==> src/rtl/wdog_consts.vh <==
// constants of the windowed watchdog timer
// Function
// - 12-bit down counter loaded from load value
// - counter ticks at slow clock divided by 128
// - load value resets to 0xfff, running
// - fault reset enable resets to one
// - mode register writable once per reset
// - mode write reloads counter and restarts
// - keyed restart in window reloads counter and prescaler
// - control writes with wrong key ignored
// - underflow sets flag, fault if enabled
// - early restart sets error, fault, even disabled
// - window at or above load means no error
// - interrupt on flag when irq enabled
// - fault reset raises a reset request, keeps flags
// - status read or reset clears flags, fault
// - counter halts in debug or idle if set
// - processor reset restores initial configuration
// - fault reset selects system or processor
// - processor only select picks reset kind
// - disable bit stops the counter
`ifndef WDOG_CONSTS_VH
`define WDOG_CONSTS_VH
// ----------------------------------------------------------------
// register map
// ----------------------------------------------------------------
`define WD_CTRL_OFS 12'h000
`define WD_MODE_OFS 12'h004
`define WD_STAT_OFS 12'h008
// ----------------------------------------------------------------
// control register fields
// ----------------------------------------------------------------
`define WD_KEY_MSB 31
`define WD_KEY_LSB 24
`define WD_KEY_VAL 8'ha5
`define WD_RESTART_BIT 0
// ----------------------------------------------------------------
// mode register fields
// ----------------------------------------------------------------
`define WD_LOAD_MSB 11
`define WD_LOAD_LSB 0
`define WD_FIRQ_BIT 12
`define WD_FRST_BIT 13
`define WD_PROC_BIT 14
`define WD_DIS_BIT 15
`define WD_DELTA_MSB 27
`define WD_DELTA_LSB 16
`define WD_DBGH_BIT 28
`define WD_IDLEH_BIT 29
`define WD_MODE_RST 32'h3fff2fff
// ----------------------------------------------------------------
// status fields and timing
// ----------------------------------------------------------------
`define WD_UNF_BIT 0
`define WD_ERR_BIT 1
`define WD_PRESCALE 8'h80
`define WD_PRESCALE_W 7
`endif

==> src/rtl/wdog_prescaler.v <==
// divide-by-128 tick generator on the synchronised slow clock
`timescale 1ns/1ns
module wdog_prescaler (
  // clock and reset
  input wire pclk,
  input wire presetn,
  // control
  input wire slow_rise,
  input wire restart,
  // tick out
  output reg tick
);
`include "wdog_consts.vh"
  reg [`WD_PRESCALE_W-1:0] div_q;

  // count slow clock rising edges, pulse tick on the 128th
  always @(posedge pclk or negedge presetn) begin
    if (!presetn) begin
      div_q <= {`WD_PRESCALE_W{1'b0}};
      tick <= 1'b0;
    end else if (restart) begin
      div_q <= {`WD_PRESCALE_W{1'b0}};
      tick <= 1'b0;
    end else begin
      tick <= 1'b0;
      if (slow_rise) begin
        div_q <= div_q + 1'b1;
        tick <= &div_q;
      end
    end
  end
endmodule // wdog_prescaler

==> src/rtl/wdog_top.v <==
// windowed watchdog timer with apb register access
`timescale 1ns/1ns
module wdog_top (
  // apb slave
  input wire pclk,
  input wire presetn,
  input wire psel,
  input wire penable,
  input wire pwrite,
  input wire [11:0] paddr,
  input wire [31:0] pwdata,
  output reg [31:0] prdata,
  output reg pready,
  output reg pslverr,
  // system inputs
  input wire slow_clk,
  input wire debug_state,
  input wire idle_state,
  // outputs
  output reg fault_irq,
  output reg fault_out,
  output reg proc_reset_req,
  output reg sys_reset_req,
  output reg [11:0] counter_value
);
`include "wdog_consts.vh"
  // ----------------------------------------------------------------
  // synchronisers
  // ----------------------------------------------------------------
  reg [2:0] sclk_q;
  reg dbg_m_q, dbg_q, idle_m_q, idle_q;

  // two flops for each pin, one more for edge detect on slow clock
  always @(posedge pclk or negedge presetn) begin
    if (!presetn) begin
      sclk_q <= 3'h0;
      dbg_m_q <= 1'b0;
      dbg_q <= 1'b0;
      idle_m_q <= 1'b0;
      idle_q <= 1'b0;
    end else begin
      sclk_q <= {sclk_q[1:0], slow_clk};
      dbg_m_q <= debug_state;
      dbg_q <= dbg_m_q;
      idle_m_q <= idle_state;
      idle_q <= idle_m_q;
    end
  end

  wire slow_rise = sclk_q[1] & ~sclk_q[2];

  // ----------------------------------------------------------------
  // apb decode
  // ----------------------------------------------------------------
  wire acc = psel & penable & pready;
  wire wr_ctrl = acc & pwrite & (paddr == `WD_CTRL_OFS);
  wire wr_mode = acc & pwrite & (paddr == `WD_MODE_OFS);
  wire rd_stat = acc & ~pwrite & (paddr == `WD_STAT_OFS);
  wire mapped = (paddr == `WD_CTRL_OFS) | (paddr == `WD_MODE_OFS) |
    (paddr == `WD_STAT_OFS);

  // ----------------------------------------------------------------
  // state
  // ----------------------------------------------------------------
  reg [31:0] mode_q;
  reg mode_locked_q;
  reg [11:0] cnt_q;
  reg unf_q, err_q;
  wire tick;

  wire [11:0] load_value = mode_q[`WD_LOAD_MSB:`WD_LOAD_LSB];
  wire [11:0] delta_window = mode_q[`WD_DELTA_MSB:`WD_DELTA_LSB];
  wire fault_irq_enable = mode_q[`WD_FIRQ_BIT];
  wire fault_reset_enable = mode_q[`WD_FRST_BIT];
  wire proc_only_reset = mode_q[`WD_PROC_BIT];
  wire disable_bit = mode_q[`WD_DIS_BIT];
  wire debug_halt = mode_q[`WD_DBGH_BIT];
  wire idle_halt = mode_q[`WD_IDLEH_BIT];

  // keyed restart command
  wire key_ok = (pwdata[`WD_KEY_MSB:`WD_KEY_LSB] == `WD_KEY_VAL);
  wire restart_cmd = wr_ctrl & key_ok & pwdata[`WD_RESTART_BIT];
  // accepted mode write, only the first since reset
  wire mode_take = wr_mode & ~mode_locked_q;
  // restart outside the window: counter above the delta value
  wire early = restart_cmd & (cnt_q > delta_window);
  wire good_restart = restart_cmd & ~early;

  // halt conditions
  wire halted = disable_bit | (debug_halt & dbg_q) | (idle_halt & idle_q);
  wire underflow = tick & ~halted & (cnt_q == 12'h000);

  // prescaler restarts with an in-window restart or a mode write reload
  wdog_prescaler u_presc (
    .pclk(pclk),
    .presetn(presetn),
    .slow_rise(slow_rise),
    .restart(good_restart | mode_take),
    .tick(tick)
  );

  // ----------------------------------------------------------------
  // mode register, write once
  // ----------------------------------------------------------------
  always @(posedge pclk or negedge presetn) begin
    if (!presetn) begin
      mode_q <= `WD_MODE_RST;
      mode_locked_q <= 1'b0;
    end else if (mode_take) begin
      mode_q <= pwdata & 32'h3fffffff;
      mode_locked_q <= 1'b1;
    end
  end

  // ----------------------------------------------------------------
  // down counter
  // ----------------------------------------------------------------
  always @(posedge pclk or negedge presetn) begin
    if (!presetn) begin
      cnt_q <= 12'hfff;
    end else if (mode_take) begin
      cnt_q <= pwdata[`WD_LOAD_MSB:`WD_LOAD_LSB];
    end else if (good_restart) begin
      cnt_q <= load_value;
    end else if (underflow) begin
      cnt_q <= load_value;
    end else if (tick & ~halted) begin
      cnt_q <= cnt_q - 12'h001;
    end
  end

  // ----------------------------------------------------------------
  // status flags, set wins over read clear
  // ----------------------------------------------------------------
  always @(posedge pclk or negedge presetn) begin
    if (!presetn) begin
      unf_q <= 1'b0;
      err_q <= 1'b0;
    end else begin
      unf_q <= underflow | (unf_q & ~rd_stat);
      err_q <= early | (err_q & ~rd_stat);
    end
  end

  // ----------------------------------------------------------------
  // interrupt, fault and reset requests
  // ----------------------------------------------------------------
  wire unf_d = underflow | (unf_q & ~rd_stat);
  wire err_d = early | (err_q & ~rd_stat);
  wire fault_d = (unf_d & fault_reset_enable) | err_d;
  wire frst_d = (unf_d | err_d) & fault_reset_enable;

  always @(posedge pclk or negedge presetn) begin
    if (!presetn) begin
      fault_irq <= 1'b0;
      fault_out <= 1'b0;
      proc_reset_req <= 1'b0;
      sys_reset_req <= 1'b0;
      counter_value <= 12'hfff;
    end else begin
      fault_irq <= (unf_d | err_d) & fault_irq_enable;
      fault_out <= fault_d;
      proc_reset_req <= frst_d & proc_only_reset;
      sys_reset_req <= frst_d & ~proc_only_reset;
      counter_value <= cnt_q;
    end
  end

  // ----------------------------------------------------------------
  // apb response: one wait state, read data at access
  // ----------------------------------------------------------------
  always @(posedge pclk or negedge presetn) begin
    if (!presetn) begin
      pready <= 1'b0;
      pslverr <= 1'b0;
      prdata <= 32'h00000000;
    end else if (psel & penable & ~pready) begin
      pready <= 1'b1;
      pslverr <= ~mapped;
      // read data only moves on a read, so it holds across writes
      if (~pwrite) begin
        if (paddr == `WD_MODE_OFS)
          prdata <= mode_q;
        else if (paddr == `WD_STAT_OFS)
          prdata <= {30'h00000000, err_q, unf_q};
        else
          prdata <= 32'h00000000;
      end
    end else begin
      pready <= 1'b0;
      pslverr <= 1'b0;
    end
  end
endmodule // wdog_top

==> config.mk <==
export PLATFORM = sky130hd
export DESIGN_NAME = wdog_top
export DESIGN_NICKNAME = d
export VERILOG_FILES = /design/src/rtl/wdog_prescaler.v /design/src/rtl/wdog_top.v
export VERILOG_INCLUDE_DIRS = /design/src /design/src/rtl
export SDC_FILE = /design/constraint.sdc
export NUM_CORES = 1
export LEC_CHECK = 0
export ABC_CLOCK_PERIOD_IN_PS = 4200
export BUFFER_PORTS_ARGS = -buffer_cell sky130_fd_sc_hd__buf_2
export CAP_MARGIN = 15
export CORE_ASPECT_RATIO = 0.75
export CORE_MARGIN = 1
export CORE_UTILIZATION = 41
export DETAILED_ROUTE_END_ITERATION = 16
export PLACE_DENSITY = 0.68
export SLEW_MARGIN = 40
export SYNTH_ARGS = -nofsm -noshare
export SYNTH_HDL_FRONTEND = slang
export SYNTH_HIERARCHICAL = 1
export SYNTH_SLANG_ARGS = --single-unit
==> constraint.sdc <==
create_clock -name pclk -period 4.2 [get_ports pclk]
set_input_delay 0.84 -clock pclk [delete_from_list [all_inputs] [get_ports pclk]]
set_output_delay 0.84 -clock pclk [all_outputs]
set_load 0.05 [all_outputs]
==> key figures <==
Min path
  – Hold Path Stages: 0
  – Worst Hold Launch: sclk_q[0]$_DFF_PN0_
  – Hold Crit Endpoint: sclk_q[1]$_DFF_PN0_
  – Hold WC Path Type: flip-flop to flip-flop

GRT
  – Global-route wire length before repair: 19800 µm
  – Number of global-route vias before repair: 3845
  – GRT Residual Overflow: 0
  – Total track usage: 21.4%
  – Initial antenna violation count: 0
  – Pin count of the biggest net entering global routing: 85

Pwr
  – Worst VDD drop: 270 µV
  – Seq pwr share: 49.4%
  – Pleak: 2.89 nW
  – PwrDens: 454 nW/µm²
  – Cell internal pwr: 1.85 mW
  – P_sw: roughly 800 µW
  – Clock power frac: around a third
  – Logic pwr share: 17.5%
  – Switching part of the total: between 30% and 40%

Timing
  – Tmin final: 2.94 ns
  – Final setup skew: 0.0101 ns
  – Setup slack after layout: 1.26 ns
  – Final setup viols: 0
  – Tcrit/Tclk final: 70.1%
  – Setup TNS: 0 ns
  – Max transition margin: 45.7%
  – RSZ-0062 raised after global routing: false
  – Final Max Slew Viols: 0
  – Endpoints failing hold: 0
  – Actual slew at the worst max-slew pin: 0.815 ns
  – Highest Clock Rate: 340 MHz

Synthesis
  – Yosys top cell by area: dfrtp_1
  – Synth Warn #: 6
  – Post-synthesis mux area share: 0.847%
  – Mapped Area: 4880 µm²
  – Simple logic cell fraction of the synthesized area: 22.1%
  – Register bit total from synthesis: 108
  – Top cells by count, synth: 121 x nand2_1, 57 x dfrtp_1, 51 x dfstp_2
  – Ys async rst share: 100%
  – Netlist cell types: 58
  – Sequential share of the synthesized area: a little under three fifths
  – Largest family of logic cells by synthesized area: simple AND/OR/NAND/NOR gates
  – Primary FF master, synth: dfrtp_1
  – Most numerous cell in the Yosys netlist: nand2_1
  – Top cell type's share of synthesized area: 29.2%
  – Syn Area/Cell: ~10 µm²
  – Syn Inst Count: around 480
  – Post-Synth XOR/XNOR Area: around 2%
  – Compound-cell area share of the yosys netlist: 11.2%
  – Main area contributors after synthesis: dfrtp_1 29%, dfstp_2 27%, nand2_1 9.3%
  – Number of enable flip-flop cells after synthesis: 0
  – Adder-Cell Fraction of Synth Area: 3.59%

Clocking
  – Post_cts resized: 0
  – Number of post-CTS setup repair buffers: 0
  – Hold_buf cts: 0
  – Max Buffers Root-to-Sink: 2
  – Clock Sinks: approximately 110
  – CTS Buf Count: 9
  – CTS Root Cell: clkbuf_16
  – H-tree Lvls: 3
  – Clk_lat worst skew: 0.35 ns
  – Clock transition at the registers of the reported paths: 0.07 ns
  – TritonCTS clock tree: done

Route
  – Initial DRC Count: 258
  – First-pass DRT Iterations: 5
  – Vias: approximately 3900
  – Routed len/inst: between 15 and 20 µm
  – DRT antenna net count: 0
  – Vias per cell: between 5 and 6
  – Total wire length: 12200 µm
  – Post-route DRC: 0

Floorplan
  – Area of the core: ~12000 µm²
  – Die width: 128 µm
  – I/O Pins: a little over 100
  – Die footprint: around 12000 µm²
  – Die Y: 96.5 µm
  – Starting Density: a little over two fifths
  – Site row count: 34

Setup path
  – FF-to-FF setup slack: ~1.3 ns
  – Crit path required time: 4.48 ns
  – Crit end category: flip-flop
  – CP max stage delay: 0.47 ns
  – Worst Setup Path Type: flip-flop to flip-flop
  – Worst path depth: 9
  – RR Endpoint: cnt_q[7]$_DFFE_PN1P_
  – Reg2reg start: cnt_q[0]$_DFFE_PN1P_
  – Worst setup SP type: flip-flop
  – Critical path fanouts, max: 6
  – Crit-path slowest cell: nor3b_1
  – Worst EP arrival: approximately 3.2 ns
  – Worst reg2reg path depth: 9
  – Crit-path cells: inv_1 > ha_1 > nor3b_1 > nand2_1 > or2_2 > or4_1 > o21ai_1 > o221ai_1 > a31oi_1
  – Family with the most delay on the worst path: simple AND/OR/NAND/NOR gates
  – Bufs and invs on worst path: 1

Cells and area
  – # diodes: 0
  – Share of layout cells above drive strength 1: 33.0%
  – Synth-to-Final Area Change: 20.2%
  – Number of fill cells: ~1100
  – Final #Nets: 640
  – Cell Count, Final, Fillers Out: 741

Outcome
  – Status: finished clean

Placement
  – Placed cells: 725
  – Gpl congestion: 0.877
  – Detailed placer's ending HPWL: a little under 9000 µm
  – Port bufs: 99
  – Post-Place Worst Slack: 1.05 ns

Flow run
  – Max cap viols: 0
==> sequential cells by signal (all words and copies together), names as in the netlist <==
register	cells
unf_q	1
mode_locked_q	1
prdata	30
pready	1
sys_reset_req	1
mode_q	30
fault_out	1
fault_irq	1
idle_q	1
u_presc/tick	1
dbg_q	1
counter_value	12
sclk_q	3
dbg_m_q	1
pslverr	1
proc_reset_req	1
err_q	1
cnt_q	12
idle_m_q	1
u_presc/div_q	7
==> cell families (layout without fill, tap and decap cells) <==
logic type,Yosys count,count (layout)
simple gates,222,222
flops,108,108
compound gates,79,79
buf+inv,38,139
fa+ha+maj,14,14
xor+xnor,11,11
mux,4,4
other cells,1,2
==> power groups by stage <==
stage / clock [mW] / combinational (mW) / sequential [mW]
2_1_floorplan: 0 / 0.210 / 1.43
3_3_place_gp: 0 / 0.452 / 1.33
4_1_cts: 0.900 / 0.469 / 1.31
5_1_grt: 0.942 / 0.519 / 1.33
3_5_place_dp: 0 / 0.467 / 1.33
6_report: 0.880 / 0.467 / 1.32
==> layer usage <==
layer  part of all wire [%]  global-route usage [%]
met4                   0.67                    4.80
met1                     49                    30.1
met3                    6.1                    5.95
met2                     45                    33.0
met5                      0                       0
==> final cells by class <==
type	count	area (µm²)	share of cell area, %
multi-input cells	332	1960	33.5
clock inverters	5	60.1	1.02
clock buffers	11	253	4.31
inverters	17	63.8	1.09
well taps	162	203	3.46
repair buffers	106	557	9.49
flip-flops and latches	108	2770	47.2
==> cell usage in the layout, fill, tap and decap left out, types with 3 or more instances in the layout <==
cell type   synthesis  routed
inv_1              17      17
xor2_1              9       9
clkbuf_8            0       3
or4_1               4       4
o31ai_1            13      13
o221ai_1            8       8
nand3_1            20      20
clkinvlp_4          0       4
o21ai_0            20      20
ha_1               14      14
a211oi_1            3       3
or3_1               6       6
nand4_1             8       8
or2_2               3       3
nor2_1             25      25
mux2i_1             3       3
dfstp_2            51      51
a21oi_1             9       9
nor2b_1             3       3
buf_2               0      98
nand2_1           121     121
nor4_1              5       5
dfrtp_1            57      57
buf_4               2       7
clkbuf_16           0       9
a21o_1              3       3
and2_1              3       3
a31oi_1             6       6
==> per-stage QoR <==
step                cell area (µm²)  hold WS [ns]  util, %  total power, mW
floorplan                      4880         0.331        -             1.64
global placement               5540         0.338     47.9             1.78
detailed placement             5550         0.336     48.0             1.80
CTS                            5860         0.353     50.7             2.68
global route                   5860         0.363     50.7             2.79
finish                         5860         0.352     50.7             2.66
==> how the worst max path moves through the flow <==
stage / startpoint / endpoint / slack [ns]
after floorplan: paddr[7] / cnt_q[8]$_DFFE_PN1P_ / 1.39
after global placement: paddr[7] / cnt_q[1]$_DFFE_PN1P_ / 1.09
after detailed placement: paddr[1] / cnt_q[1]$_DFFE_PN1P_ / 1.05
after CTS: cnt_q[0]$_DFFE_PN1P_ / cnt_q[7]$_DFFE_PN1P_ / 1.30
after global routing: cnt_q[0]$_DFFE_PN1P_ / cnt_q[5]$_DFFE_PN1P_ / 1.03
final: cnt_q[0]$_DFFE_PN1P_ / cnt_q[7]$_DFFE_PN1P_ / 1.26
Note: power is estimated with default switching activity, not from simulation.
